$ cat src/verilog/qsfpi_pkg.sv
// shared constants and types of the serial flash pin interface
package qsfpi_pkg;
    // ------------------------------------------------------------
    // array geometry
    // ------------------------------------------------------------
    localparam int ADDR_W = 21;
    localparam int PAGE_BYTES = 256;
    localparam int PAGE_COUNT = 8192;
    localparam int PAGE_LOG = $clog2(PAGE_BYTES);
    localparam int SECTOR_PAGES = 16;
    localparam int BLK32_PAGES = 128;
    localparam int BLK64_PAGES = 256;
    localparam logic [4:0] SECTOR_LOG = 5'(PAGE_LOG + $clog2(SECTOR_PAGES));
    localparam logic [4:0] BLK64_LOG = 5'(PAGE_LOG + $clog2(BLK64_PAGES));
    localparam logic [ADDR_W:0] ARRAY_SPAN = (ADDR_W + 1)'(PAGE_COUNT * PAGE_BYTES);
    // ------------------------------------------------------------
    // serial framing
    // ------------------------------------------------------------
    localparam int BYTE_W = 8;
    localparam logic [3:0] BYTE_BITS = 4'h8;
    localparam int LANES = 4;
    localparam int FIFO_DEPTH = 16;
    localparam logic [1:0] LANE_1 = 2'h0;
    localparam logic [1:0] LANE_2 = 2'h1;
    localparam logic [1:0] LANE_4 = 2'h2;
    localparam logic [2:0] BP_NONE = 3'h0;
    // value is arbitrary, stands in for the factory serial number
    localparam logic [63:0] UID_DEFAULT = 64'h0123_4567_89ab_cdef;
    typedef enum logic [1:0] {ERASE_SECTOR, ERASE_BLK32, ERASE_BLK64, ERASE_CHIP} qsfpi_erase_t;
endpackage

$ cat src/verilog/qsfpi_stream_if.sv
// valid/ready stream carrier between the pin interface and its fifo
`timescale 1ns/10ps
interface qsfpi_stream_if #(parameter int W = 9);
    logic valid;
    logic ready;
    logic [W-1:0] data;
    modport src(output valid, output data, input ready);
    modport snk(input valid, input data, output ready);
endinterface
$ cat src/verilog/qsfpi_fifo.sv
// received byte fifo with registered output stage
`timescale 1ns/10ps
module qsfpi_fifo #(
    parameter int WIDTH = 9,
    parameter int DEPTH = 16
) (
    input wire logic clock,
    input wire logic reset,
    qsfpi_stream_if.snk inPort,
    qsfpi_stream_if.src outPort
);
    localparam int AW = $clog2(DEPTH);
    logic [WIDTH-1:0] store [DEPTH];
    logic [AW-1:0] wrPtr, next_wrPtr, rdPtr, next_rdPtr;
    logic [AW:0] count, next_count;
    logic outValid, next_outValid;
    logic [WIDTH-1:0] outData, next_outData;
    logic push, pop;

    assign inPort.ready = (count != (AW + 1)'(DEPTH));
    assign outPort.valid = outValid;
    assign outPort.data = outData;
    assign push = inPort.valid && inPort.ready;
    assign pop = (count != '0) && (!outValid || outPort.ready);

    // pointer, count and output stage
    always_comb begin
        next_wrPtr = push ? wrPtr + 1'b1 : wrPtr;
        next_rdPtr = pop ? rdPtr + 1'b1 : rdPtr;
        next_count = count + (AW + 1)'(push) - (AW + 1)'(pop);
        next_outValid = outValid;
        next_outData = outData;
        if (pop) begin
            next_outValid = 1'b1;
            next_outData = store[rdPtr];
        end else if (outPort.ready) begin
            next_outValid = 1'b0;
        end
    end

    always_ff @(posedge clock) begin
        if (reset) begin
            wrPtr <= '0;
            rdPtr <= '0;
            count <= '0;
            outValid <= 1'b0;
            outData <= '0;
        end else begin
            wrPtr <= next_wrPtr;
            rdPtr <= next_rdPtr;
            count <= next_count;
            outValid <= next_outValid;
            outData <= next_outData;
        end
    end

    // storage array, no reset needed
    always_ff @(posedge clock) begin
        if (push) begin
            store[wrPtr] <= inPort.data;
        end
    end
endmodule

$ cat src/verilog/qsfpi_page_mem.sv
// page buffer memory with registered read data
`timescale 1ns/10ps
module qsfpi_page_mem #(
    parameter int AW = 8,
    parameter int DW = 8
) (
    input wire logic clock,
    input wire logic writeEn,
    input wire logic [AW-1:0] writeAddr,
    input wire logic [DW-1:0] writeData,
    input wire logic [AW-1:0] readAddr,
    output logic [DW-1:0] readData
);
    logic [DW-1:0] store [1 << AW];

    // write port and registered read port
    always_ff @(posedge clock) begin
        if (writeEn) begin
            store[writeAddr] <= writeData;
        end
        readData <= store[readAddr];
    end
endmodule

$ cat src/verilog/qsfpi_pin_interface.sv
// pin-level serial interface of a quad serial flash device
`timescale 1ns/10ps
module qsfpi_pin_interface #(
    parameter int FIFO_DEPTH = qsfpi_pkg::FIFO_DEPTH,
    parameter logic [63:0] UNIQUE_ID = qsfpi_pkg::UID_DEFAULT
) (
    input wire logic clock,
    input wire logic reset,
    input wire logic spiClock,
    input wire logic chipSelect_n,
    input wire logic [qsfpi_pkg::LANES-1:0] dataLineIn,
    output logic [qsfpi_pkg::LANES-1:0] dataLineOut,
    output logic [qsfpi_pkg::LANES-1:0] dataLineOe,
    input wire logic quadEnableBit,
    input wire logic [2:0] protectRangeBits,
    input wire logic topBottomSelectBit,
    input wire logic sectorGranularityBit,
    input wire logic executeInPlace,
    input wire logic [1:0] rxLanes,
    input wire logic [1:0] txLanes,
    input wire logic txEnable,
    input wire logic [qsfpi_pkg::BYTE_W-1:0] txData,
    output logic txReady,
    output logic [qsfpi_pkg::BYTE_W-1:0] rxData,
    output logic rxFirst,
    output logic rxValid,
    input wire logic rxReady,
    output logic rxOverrun,
    output logic quadRefused,
    input wire logic opStart,
    input wire logic opDone,
    output logic cycleBusy,
    output logic selected,
    output logic holdActive,
    output logic statusWriteOk,
    input wire logic [qsfpi_pkg::ADDR_W-1:0] checkAddr,
    input wire qsfpi_pkg::qsfpi_erase_t eraseKind,
    output logic addrProtected,
    output logic [qsfpi_pkg::ADDR_W-1:0] eraseBase,
    input wire logic pageLoad,
    input wire logic [qsfpi_pkg::PAGE_LOG-1:0] pageRdAddr,
    output logic [qsfpi_pkg::BYTE_W-1:0] pageRdData,
    output logic [63:0] uniqueId
);
    // ------------------------------------------------------------
    // helpers
    // ------------------------------------------------------------
    function automatic logic [3:0] laneStep(input logic [1:0] lanes);
        laneStep = (lanes == qsfpi_pkg::LANE_4) ? 4'h4 : (lanes == qsfpi_pkg::LANE_2) ? 4'h2 : 4'h1;
    endfunction

    function automatic logic [3:0] laneMask(input logic [1:0] lanes);
        laneMask = (lanes == qsfpi_pkg::LANE_4) ? 4'hf : (lanes == qsfpi_pkg::LANE_2) ? 4'h3 : 4'h2;
    endfunction

    // protected range: top or bottom, 4 KB or 64 KB units doubling per step
    function automatic logic rangeHit(input logic [qsfpi_pkg::ADDR_W-1:0] addr, input logic [2:0] bp,
                                      input logic tb, input logic sec);
        logic [4:0] lg;
        logic [qsfpi_pkg::ADDR_W:0] span;
        lg = (sec ? qsfpi_pkg::SECTOR_LOG : qsfpi_pkg::BLK64_LOG) + {2'h0, bp} - 5'h1;
        span = (qsfpi_pkg::ADDR_W + 1)'(1) << lg;
        if (bp == qsfpi_pkg::BP_NONE) begin
            rangeHit = 1'b0;
        end else if (span >= qsfpi_pkg::ARRAY_SPAN) begin
            rangeHit = 1'b1;
        end else if (tb) begin
            rangeHit = {1'b0, addr} < span;
        end else begin
            rangeHit = {1'b0, addr} >= qsfpi_pkg::ARRAY_SPAN - span;
        end
    endfunction

    // erase base alignment per unit
    function automatic logic [qsfpi_pkg::ADDR_W-1:0] eraseAlign(input logic [qsfpi_pkg::ADDR_W-1:0] addr,
                                                                 input qsfpi_pkg::qsfpi_erase_t kind);
        int unsigned pages;
        case (kind)
            qsfpi_pkg::ERASE_SECTOR: pages = qsfpi_pkg::SECTOR_PAGES;
            qsfpi_pkg::ERASE_BLK32: pages = qsfpi_pkg::BLK32_PAGES;
            qsfpi_pkg::ERASE_BLK64: pages = qsfpi_pkg::BLK64_PAGES;
            default: pages = qsfpi_pkg::PAGE_COUNT;
        endcase
        eraseAlign = addr & ~qsfpi_pkg::ADDR_W'(pages * qsfpi_pkg::PAGE_BYTES - 1);
    endfunction

    // ------------------------------------------------------------
    // pin synchronisers
    // ------------------------------------------------------------
    logic [2:0] sclkPipe, csPipe;
    logic [qsfpi_pkg::LANES-1:0] dataMeta, dataLevel;
    logic sclkRise, sclkFall, csHigh, csFall;

    // two flops per pin, third stage only for edge finding
    always_ff @(posedge clock) begin
        if (reset) begin
            sclkPipe <= 3'h0;
            csPipe <= 3'h7;
            dataMeta <= 4'hf;
            dataLevel <= 4'hf;
        end else begin
            sclkPipe <= {sclkPipe[1:0], spiClock};
            csPipe <= {csPipe[1:0], chipSelect_n};
            dataMeta <= dataLineIn;
            dataLevel <= dataMeta;
        end
    end

    assign sclkRise = sclkPipe[1] && !sclkPipe[2];
    assign sclkFall = !sclkPipe[1] && sclkPipe[2];
    assign csHigh = csPipe[1];
    assign csFall = !csPipe[1] && csPipe[2];

    // ------------------------------------------------------------
    // received byte fifo and page buffer
    // ------------------------------------------------------------
    qsfpi_stream_if #(.W(qsfpi_pkg::BYTE_W + 1)) rxIn();
    qsfpi_stream_if #(.W(qsfpi_pkg::BYTE_W + 1)) rxOut();

    logic pushValid, next_pushValid;
    logic [qsfpi_pkg::BYTE_W:0] pushData, next_pushData;
    logic [qsfpi_pkg::PAGE_LOG-1:0] pageCol, next_pageCol;
    logic memWe;

    assign rxIn.valid = pushValid;
    assign rxIn.data = pushData;
    assign rxOut.ready = rxReady;
    assign rxValid = rxOut.valid;
    assign rxData = rxOut.data[qsfpi_pkg::BYTE_W-1:0];
    assign rxFirst = rxOut.data[qsfpi_pkg::BYTE_W];
    assign memWe = pushValid && !pushData[qsfpi_pkg::BYTE_W] && pageLoad;

    qsfpi_fifo #(.WIDTH(qsfpi_pkg::BYTE_W + 1), .DEPTH(FIFO_DEPTH)) rxFifo (
        .clock(clock),
        .reset(reset),
        .inPort(rxIn),
        .outPort(rxOut)
    );

    qsfpi_page_mem #(.AW(qsfpi_pkg::PAGE_LOG), .DW(qsfpi_pkg::BYTE_W)) pageBuffer (
        .clock(clock),
        .writeEn(memWe),
        .writeAddr(pageCol),
        .writeData(pushData[qsfpi_pkg::BYTE_W-1:0]),
        .readAddr(pageRdAddr),
        .readData(pageRdData)
    );

    // ------------------------------------------------------------
    // serial engine
    // ------------------------------------------------------------
    logic armed, next_armed, instrPhase, next_instrPhase, next_holdActive;
    logic [3:0] bitCnt, next_bitCnt, txBits, next_txBits, cntSum, txStep;
    logic [7:0] shiftIn, next_shiftIn, txShift, next_txShift, curShift;
    logic [1:0] effRx, effTx;
    logic quadAsk, next_txReady, next_rxOverrun, next_quadRefused, next_cycleBusy;
    logic [qsfpi_pkg::LANES-1:0] next_dataLineOut, next_dataLineOe;

    // next state of the transfer
    always_comb begin
        quadAsk = (rxLanes == qsfpi_pkg::LANE_4 || txLanes == qsfpi_pkg::LANE_4) && !quadEnableBit;
        effRx = (instrPhase || (rxLanes == qsfpi_pkg::LANE_4 && !quadEnableBit)) ? qsfpi_pkg::LANE_1 : rxLanes;
        effTx = (txLanes == qsfpi_pkg::LANE_4 && !quadEnableBit) ? qsfpi_pkg::LANE_1 : txLanes;
        cntSum = bitCnt + laneStep(effRx);
        txStep = laneStep(effTx);
        curShift = (txBits == 4'h0) ? txData : txShift;
        next_armed = armed || csFall;
        next_instrPhase = instrPhase;
        next_holdActive = holdActive;
        next_bitCnt = bitCnt;
        next_shiftIn = shiftIn;
        next_txBits = txBits;
        next_txShift = txShift;
        next_txReady = 1'b0;
        next_pushValid = 1'b0;
        next_pushData = pushData;
        next_pageCol = memWe ? pageCol + 1'b1 : pageCol;
        next_dataLineOut = dataLineOut;
        next_cycleBusy = opStart ? 1'b1 : opDone ? 1'b0 : cycleBusy;
        next_rxOverrun = (pushValid && !rxIn.ready) ? 1'b1 : csFall ? 1'b0 : rxOverrun;
        next_quadRefused = (quadAsk && !csHigh) ? 1'b1 : csFall ? 1'b0 : quadRefused;
        if (csFall) begin
            next_pageCol = '0;
        end
        if (csHigh) begin
            // deselect clears transfer state, also ends a hold
            next_holdActive = 1'b0;
            next_instrPhase = !executeInPlace;
            next_bitCnt = 4'h0;
            next_txBits = 4'h0;
        end else begin
            if (quadEnableBit) begin
                next_holdActive = 1'b0;
            end else if (!sclkPipe[1]) begin
                next_holdActive = !dataLevel[3];
            end
            // paused state is simply left untouched while holding
            if (armed && !holdActive) begin
                if (sclkRise && !txEnable) begin
                    case (effRx)
                        qsfpi_pkg::LANE_4: next_shiftIn = {shiftIn[3:0], dataLevel};
                        qsfpi_pkg::LANE_2: next_shiftIn = {shiftIn[5:0], dataLevel[1:0]};
                        default: next_shiftIn = {shiftIn[6:0], dataLevel[0]};
                    endcase
                    next_bitCnt = cntSum;
                    if (cntSum == qsfpi_pkg::BYTE_BITS) begin
                        next_bitCnt = 4'h0;
                        next_pushValid = 1'b1;
                        next_pushData = {instrPhase, next_shiftIn};
                        next_instrPhase = 1'b0;
                    end
                end
                if (sclkFall && txEnable) begin
                    next_txReady = (txBits == 4'h0);
                    case (effTx)
                        qsfpi_pkg::LANE_4: next_dataLineOut = curShift[7:4];
                        qsfpi_pkg::LANE_2: next_dataLineOut = {dataLineOut[3:2], curShift[7:6]};
                        default: next_dataLineOut = {dataLineOut[3:2], curShift[7], dataLineOut[0]};
                    endcase
                    next_txShift = curShift << txStep;
                    next_txBits = ((txBits == 4'h0) ? qsfpi_pkg::BYTE_BITS : txBits) - txStep;
                end
            end
        end
        // lines driven only while selected, not holding and sending
        next_dataLineOe = (!csHigh && !holdActive && armed && txEnable) ? laneMask(effTx) : 4'h0;
    end

    always_ff @(posedge clock) begin
        if (reset) begin
            armed <= 1'b0;
            instrPhase <= 1'b1;
            holdActive <= 1'b0;
            bitCnt <= 4'h0;
            shiftIn <= 8'h00;
            txBits <= 4'h0;
            txShift <= 8'h00;
            txReady <= 1'b0;
            pushValid <= 1'b0;
            pushData <= '0;
            pageCol <= '0;
            dataLineOut <= 4'h0;
            dataLineOe <= 4'h0;
            cycleBusy <= 1'b0;
            rxOverrun <= 1'b0;
            quadRefused <= 1'b0;
        end else begin
            armed <= next_armed;
            instrPhase <= next_instrPhase;
            holdActive <= next_holdActive;
            bitCnt <= next_bitCnt;
            shiftIn <= next_shiftIn;
            txBits <= next_txBits;
            txShift <= next_txShift;
            txReady <= next_txReady;
            pushValid <= next_pushValid;
            pushData <= next_pushData;
            pageCol <= next_pageCol;
            dataLineOut <= next_dataLineOut;
            dataLineOe <= next_dataLineOe;
            cycleBusy <= next_cycleBusy;
            rxOverrun <= next_rxOverrun;
            quadRefused <= next_quadRefused;
        end
    end

    // ------------------------------------------------------------
    // protection and status outputs
    // ------------------------------------------------------------
    always_ff @(posedge clock) begin
        if (reset) begin
            selected <= 1'b0;
            statusWriteOk <= 1'b0;
            addrProtected <= 1'b0;
            eraseBase <= '0;
            uniqueId <= 64'h0;
        end else begin
            selected <= !csHigh;
            statusWriteOk <= dataLevel[2] || quadEnableBit;
            addrProtected <= rangeHit(checkAddr, protectRangeBits, topBottomSelectBit, sectorGranularityBit);
            eraseBase <= eraseAlign(checkAddr, eraseKind);
            uniqueId <= UNIQUE_ID;
        end
    end

    // ------------------------------------------------------------
    // assertions
    // ------------------------------------------------------------
    AST_DESELECT_RELEASE: assert property (@(posedge clock) disable iff (reset) csHigh |=> dataLineOe == 4'h0)
        else $error("data lines driven while deselected");
    AST_BUSY_SURVIVES: assert property (@(posedge clock) disable iff (reset)
        cycleBusy && !opDone ##1 csHigh && !opDone |=> cycleBusy)
        else $error("internal cycle dropped on deselect");
    AST_NO_EARLY_BYTE: assert property (@(posedge clock) disable iff (reset) !armed |-> !pushValid)
        else $error("byte taken before first select");
    AST_RX_ON_RISE: assert property (@(posedge clock) disable iff (reset) pushValid |-> $past(sclkRise))
        else $error("byte completed off a rising edge");
    AST_TX_ON_FALL: assert property (@(posedge clock) disable iff (reset) $changed(dataLineOut) |-> $past(sclkFall))
        else $error("output changed off a falling edge");
    AST_QUAD_GATED: assert property (@(posedge clock) disable iff (reset)
        dataLineOe[3:2] != 2'h0 |-> $past(quadEnableBit))
        else $error("quad lines driven without quad enable");
    AST_WP_REFUSE: assert property (@(posedge clock) disable iff (reset)
        !dataLevel[2] && !quadEnableBit |=> !statusWriteOk)
        else $error("status write allowed while protect pin low");
    AST_HOLD_RELEASE: assert property (@(posedge clock) disable iff (reset) holdActive |=> dataLineOe == 4'h0)
        else $error("lines driven during hold");
    AST_HOLD_FREEZE: assert property (@(posedge clock) disable iff (reset)
        holdActive && !csHigh |=> $stable(bitCnt) && $stable(txBits))
        else $error("transfer state moved during hold");
    AST_NO_QUAD_HOLD: assert property (@(posedge clock) disable iff (reset) quadEnableBit |=> !holdActive)
        else $error("hold active with quad enable");
    COV_INSTR_BYTE: cover property (@(posedge clock) disable iff (reset) pushValid && pushData[qsfpi_pkg::BYTE_W]);
    COV_QUAD_TX: cover property (@(posedge clock) disable iff (reset) dataLineOe == 4'hf);
    COV_HOLD: cover property (@(posedge clock) disable iff (reset) holdActive ##1 !holdActive);
    COV_OVERRUN: cover property (@(posedge clock) disable iff (reset) $rose(rxOverrun));
endmodule

$ cat config.mk
export PLATFORM = sky130hd
export DESIGN_NAME = qsfpi_pin_interface
export DESIGN_NICKNAME = d
export VERILOG_FILES = /design/src/verilog/qsfpi_pkg.sv /design/src/verilog/qsfpi_stream_if.sv /design/src/verilog/qsfpi_fifo.sv /design/src/verilog/qsfpi_page_mem.sv /design/src/verilog/qsfpi_pin_interface.sv
export SDC_FILE = /design/constraint.sdc
export NUM_CORES = 2
export LEC_CHECK = 0
export BUFFER_PORTS_ARGS = -buffer_cell sky130_fd_sc_hd__buf_4
export CAP_MARGIN = 30
export CELL_PAD_IN_SITES_DETAIL_PLACEMENT = 1
export CELL_PAD_IN_SITES_GLOBAL_PLACEMENT = 1
export CORE_ASPECT_RATIO = 1.4
export CORE_MARGIN = 5
export CORE_UTILIZATION = 40
export CTS_CLUSTER_DIAMETER = 120
export DETAILED_ROUTE_END_ITERATION = 10
export GPL_ROUTABILITY_DRIVEN = 0
export GPL_TIMING_DRIVEN = 1
export PLACE_DENSITY = 0.65
export SETUP_SLACK_MARGIN = 0.5
export SLEW_MARGIN = 20
export SYNTH_ARGS = -nofsm -noshare
export SYNTH_HDL_FRONTEND = slang
export SYNTH_SLANG_ARGS = --single-unit
$ cat constraint.sdc
create_clock -name clock -period 8.4 [get_ports clock]
set_input_delay 1.26 -clock clock [delete_from_list [all_inputs] [get_ports clock]]
set_output_delay 1.26 -clock clock [all_outputs]
set_load 0.02 [all_outputs]
# ---- After elaboration in Yosys (flattened, before gate mapping)
# Memories as Yosys holds them, arrays and structs flattened. A register that Yosys moved wholly into a read port is not among the register bits.
# Index checks and enable logic that the tools add are counted.
dict set report word_totals {
  regBits 172
  ramBits 2192
  inputBits 63
  wordCells 163
  memories 2
}
# memory words width rd rd_clocked_by_memory_dff write_ports line_no
set mem_list {}
lappend mem_list {pageBuffer.store 256 8 1 1 1 qsfpi_page_mem.sv:14} ;# logic [DW-1:0] store [1 << AW];
lappend mem_list {rxFifo.store 16 9 1 1 1 qsfpi_fifo.sv:13} ;# logic [WIDTH-1:0] store [DEPTH];
dict set report op_classes {
  n_addsub 11
  order_cmp 3
  n_eq_ne 10
  shifts 2
  muxes 35
  n_bitwise 8
  n_reduce_logical 61
}
# operator count
set ops {}
lappend ops {{2-to-1 mux 57 bit} 1}
lappend ops {{one-hot mux 9 bit (3 select lines)} 1}
lappend ops {{greater-or-equal comparator 21 x 22 -> 1 bit} 1}
lappend ops {{greater-or-equal comparator 22 bit (second input constant)} 1}
lappend ops {{less-than comparator 21 x 22 -> 1 bit} 1}
lappend ops {{left shift 1 x 5 -> 22 bit (first input constant)} 1}
lappend ops {{subtractor 22 bit (first input constant)} 1}
lappend ops {{AND 21 bit} 1}
lappend ops {{inverter 21 bit} 1}
lappend ops {{subtractor 21 x 1 -> 21 bit (second input constant)} 1}
lappend ops {{2-to-1 mux 1 bit} 19}
lappend ops {{logical AND 1 bit} 18}
lappend ops {{one-hot mux 8 bit (2 select lines)} 1}
lappend ops {{nonzero test 2 bit} 8}
lappend ops {{2-to-1 mux 13 bit} 1}
lappend ops {{2-to-1 mux 4 bit} 3}
lappend ops {{zero test 1 bit} 11}
lappend ops {{== test 2 bit (second input constant)} 5}
lappend ops {{AND reduction 3 bit} 3}
lappend ops {{adder 4 x 1 -> 4 bit (second input constant)} 2}
lappend ops {{adder 8 x 1 -> 8 bit (second input constant)} 1}
lappend ops {{2-to-1 mux 2 bit} 4}
lappend ops {{2-to-1 mux 8 bit} 1}
lappend ops {{one-hot mux 4 bit (2 select lines)} 1}
lappend ops {{24 further kinds} 42}

# ---- Logic depth before layout (Yosys ltp)
dict set report logic_depth {
  word_depth 13
  ltp_mapped 25
  ltp_nobuf 24
}

# ---- By module
# A second synthesis with hierarchy kept.
dict set report hier_totals {
  cells_unflattened 4744
  hier_area_um2 91768.0
}
# mod instances cells_per_inst area_each_um2
set modules_own_cells {}
lappend modules_own_cells {qsfpi_page_mem 1 3733 79556.3}
lappend modules_own_cells {qsfpi_fifo 1 348 6727.7}
lappend modules_own_cells {qsfpi_pin_interface 1 663 5484.0}

# ---- Worst setup path before layout
# No wires, ideal clock.
dict set report synth_path {
  path_kind {in2reg}
  startpoint {input port protectRangeBits[0]}
  endpoint {register addrProtected}
  setup_ns 0.121
  t_arrival_ns 4.921
  required_ns 8.279
  slack_ns 3.358
  stages 25
  n_path_buf 1
  path_cell_list {inv_1 -> nor2_1 -> inv_1 -> fa_1 -> xnor2_1 -> nand2_1 -> nor2_1 -> inv_1 -> nor2_1 -> inv_1 -> ha_1 -> clkbuf_1 -> nand2b_1 -> o22a_1 -> o22ai_1 -> nand2_1 -> nand2_1 -> ha_1 -> nand4_1 -> nor2_1 -> a21oi_1 -> o211ai_1 -> a31oi_1 -> o31a_1 -> o21ai_0}
}
dict set report synth_between {
  elab_chain_len 7
}
# element line_no
set synth_rtl {}
lappend synth_rtl {{start, declared} qsfpi_pin_interface.sv:15} ;# input wire logic [2:0] protectRangeBits,
lappend synth_rtl {{adder 5 x 3 -> 5 bit} qsfpi_pin_interface.sv:61} ;# lg = (sec ? qsfpi_pkg::SECTOR_LOG : qsfpi_pkg::BLK64_LOG) + {2'h0, bp} - 5'h1;
lappend synth_rtl {{subtractor 5 x 1 -> 5 bit} qsfpi_pin_interface.sv:61}
lappend synth_rtl {{left shift 1 x 5 -> 22 bit} qsfpi_pin_interface.sv:62} ;# span = (qsfpi_pkg::ADDR_W + 1)'(1) << lg;
lappend synth_rtl {{subtractor 22 bit} qsfpi_pin_interface.sv:70} ;# rangeHit = {1'b0, addr} >= qsfpi_pkg::ARRAY_SPAN - span;
lappend synth_rtl {{greater-or-equal comparator 21 x 22 -> 1 bit} qsfpi_pin_interface.sv:70}
lappend synth_rtl {{2-to-1 mux 1 bit} qsfpi_pin_interface.sv:67} ;# end else if (tb) begin
lappend synth_rtl {{2-to-1 mux 1 bit} qsfpi_pin_interface.sv:65} ;# end else if (span >= qsfpi_pkg::ARRAY_SPAN) begin
lappend synth_rtl {{end signal, assigned} qsfpi_pin_interface.sv:280} ;# addrProtected <= rangeHit(checkAddr, protectRangeBits, topBottomSelectBit, sectorGranularityBit);
lappend synth_rtl {{end, declared} qsfpi_pin_interface.sv:38} ;# output logic addrProtected,
# Several ways; a longest one is shown, not always the timed one.
# A chain may end at the register's enable or synchronous reset.

# ---- Final worst setup path
# Same ends and word-level chain as after synthesis.

==> summary.md <==
| Metric | Value |
|---|---|
| DRT Pass-1 Iters | 5 |
| Clk slew on worst S/H paths | about 60 ps |
| Maxcap violations | 0 |
| Cell taking the most area after synthesis | edfxtp_1 |
| Slew Limit Headroom | about a tenth |
| Mux contribution to synthesized area | between 10% and 20% |
| Synth area leaders | edfxtp_1 (72%), mux4_2 (14%), dfxtp_1 (2.5%) |
| WP data arrival | between 6000 and 7000 ps |
| EDFF count, synth | 2,192 |
| Hold endpoint | csPipe[1] |
| Met1 WL | around 90,000 microns |
| Initial Util | between 40% and 50% |
| Largest net degree at the start of global routing | between 200 and 250 |
| Hold Buf Count CTS | 0 |
| Hold path cells | 1 |
| First-pass GRT wire length | 333,000 microns |
| Syn Std Cell Area | a little over 0.09 sq mm |
| Lkg Pwr | about 0.030 uW |
| Final WL | 227,000 microns |
| Drt drc | 0 |
| Simple-Gate Fraction of Synth Area | 3.21% |
| Crit path max fanout | 18 |
| HP Start | csPipe[0] |
| Slew @ Worst Pin | roughly 1300 ps |
| FF+latch count, synth | roughly 2,300 |
| Die height | around 570 microns |
| Yosys top cell area share | between 70% and 80% |
| Via count of the first global-routing pass | around 47,000 |
| Die width | between 400 and 500 microns |
| Endpoint class of the critical path | flip-flop |
| Top-count cell post-synth | edfxtp_1 |
| Synth cell count leaders | edfxtp_1 (2,192), mux4_2 (585), nor2_1 (374), clkbuf_1 (145), mux2i_1 (136) |
| H-tree Lvls | 4 |
| Worst r2r dst | pageBuffer.store[71][4] |
| Maximum clock insertion buffer count | 4 |
| Layout cells sized above 1 | a little under a quarter |
| Seq/Total Area, Yosys | 74.8% |
| Post-CTS sizing | 0 |
| WL met3 | ~10,000 microns |
| Outcome | complete, no violations |
| Synth Area in Adders | 1.03% |
| Critical path type | in2reg |
| Post-Syn Instances | ~4,500 |
| CTS tree | yes |
| Worst-skew pair later-pin latency | 860 ps |
| Avg Vias per Cell | ~5.6 |
| Worst reg-to-reg path cell count | 6 |
| Initial DRC count | 3,564 |
| Met2 WL | ~120,000 microns |
| Max stage delay on crit path | 780 ps |
| FFs w/ async S/R, synth | 0% |
| Final hold violation count | 0 |
| Synth Area per Inst | about 20 sq um |
| FP Rows | 207 |
| Final period utilization | between 70% and 80% |
| Startpoint types | input pin |
| Slew Limit Fails | 0 |
| IO Pins | 182 |
| I/O Buffers | 137 |
| FMAX | 163 MHz |
| Gr usage total | between 10% and 20% |
| Top layer in use | met5 |
| PD cells | 231 mW/mm^2 |
| Register-to-register setup slack | between 4000 and 5000 ps |
| Req. time, crit path | between 9000 and 10,000 ps |
| Clock sink count | 2,305 |
| Slowest CP cell | xnor2_1 |
| VDD IR max | ~170 uV |
| Final Skew | 63.3 ps |
| Initial antenna violation count | 4 |
| DR vias | roughly 44,000 |
| GRT overflow | 0 |
| WL per Instance | between 20 and 30 microns |
| Ys flop type | edfxtp_1 |
| Post-Synth XOR/XNOR Area | less than 1% |
| Synth Warn # | 0 |
| DP HPWL | between 100,000 and 150,000 microns |
| Reg2Reg Launch Point | pushData[8] |
| Compound-gate portion of the synthesized area | around 2.6% |
| Finished Core Util | a little under half |
| CTS root buffer | clkbuf_16 |
| Nets | about 4,800 |
| HP Class | reg2reg |
| Finish-stage setup viols | 0 |
| Core ar. | ~0.23 sq mm |
| Largest family of logic cells by synthesized area | multiplexers |
| Setup TNS | 0 ps |
| Fill cells | 21,100 |
| Final worst path period need | approximately 6100 ps |
| Setup Buffers After CTS | 0 |
| Total power | 23,600 uW |
| Routed Antenna Nets | 0 |
| CTS Buf Count | 220 |
| P&R area growth vs syn | 12.4% |
| Die ar. | between 0.2 and 0.25 sq mm |
| RSZ-0062 raised after global routing | false |
| Synth cell types | 56 |
==> how the worst max path moves through the flow <==
stage	slack, ps	cells after the start	end	startpoint
2_1_floorplan	3360	25	addrProtected	protectRangeBits[0]
3_3_place_gp	1660	25	addrProtected	protectRangeBits[0]
3_5_place_dp	1520	25	addrProtected	protectRangeBits[0]
4_1_cts	2430	25	addrProtected	protectRangeBits[0]
5_1_grt	1870	25	addrProtected	protectRangeBits[0]
6_report	2250	25	addrProtected	protectRangeBits[0]
==> final cells by class <==
type,instances,area (sq um),share of cell area (%)
flip-flops and latches,2305,68100,66.6
multi-input cells,1889,21100,20.7
clock buffers,259,5740,5.62
well taps,3030,3790,3.71
repair buffers,231,2060,2.01
clock inverters,128,1300,1.27
inverters,40,150,0.147
diodes,3,7.51,0.00734
==> cell families (layout without fill, tap and decap cells) <==
group                      Yosys count  in the layout
xor gates and xnor gates            22             22
muxes                              721            721
AOI/OAI and AO/OA                  358            358
DFF                               2305           2305
adders and majority gates           72             72
other                                1             47
buffers and inverters              377            658
and+or+nand+nor                    672            672
==> flip-flops by register name, summed over array words and instances, names as in the netlist, 4 cells and up <==
name                 cells
bitCnt                   4
dataLevel                4
dataLineOut              4
dataMeta                 4
eraseBase                9
pageBuffer.readData      8
pageBuffer.store      2048
pageCol                  8
pushData                 9
rxFifo.count             5
rxFifo.outPort.data      9
rxFifo.rdPtr             4
rxFifo.store           144
rxFifo.wrPtr             4
shiftIn                  7
txBits                   4
txShift                  8
==> cells in the final DEF (no fill, tap or decap), types with 17 or more instances in the layout <==
cell and instances:
clkbuf_1 32, a22oi_1 83, nor2b_1 24, nand4_1 27
bufinv_16 25, a21oi_1 87, nand2b_1 17, clkinv_1 44
ha_1 67, nor3_1 28, o21ai_0 54, mux4_2 585
edfxtp_1 2192, inv_1 38, clkbuf_16 222, o22ai_1 31
nand3_1 44, nand2_1 103, a211oi_1 24, buf_4 202
dfxtp_1 104, o221ai_1 18, nor2_1 373, mux2i_1 136
conb_1 44, clkinv_2 43
==> critical path: cells and delay by family <==
| family | cells | cell delay (ps) |
|---|---|---|
| simple gates | 9 | 1840 |
| fa+ha+maj | 3 | 1160 |
| compound gates | 7 | 1070 |
| xor+xnor | 1 | 780 |
| buf+inv | 5 | 750 |
==> per-layer routing <==
layer	GRT usage (%)	vias to the layer above
met5	0	-
met4	6.33	2
met3	2.41	370
met2	33.8	1148
met1	23.7	23800
li1	-	18700
==> stage by stage <==
stage | instance area (sq um) | worst slack, ps | hold WS, ps | instances
3_5_place_dp | 95000 | 1520 | 397 | 7483
3_3_place_gp | 94900 | 1660 | 391 | 7470
4_1_cts | 102000 | 2430 | 418 | 7870
2_1_floorplan | 91200 | 3360 | 389 | 4571
6_report | 102000 | 2250 | 417 | 7885
5_1_grt | 102000 | 1870 | 427 | 7883
==> power breakdown <==
part	switching (uW)	leakage (uW)	internal, uW
sequential	39.7	0.0189	12400
combinational	735	0.00725	562
clock	4250	0.00346	5630
total	5030	0.0296	18600
(Power assumes the default switching activity.)
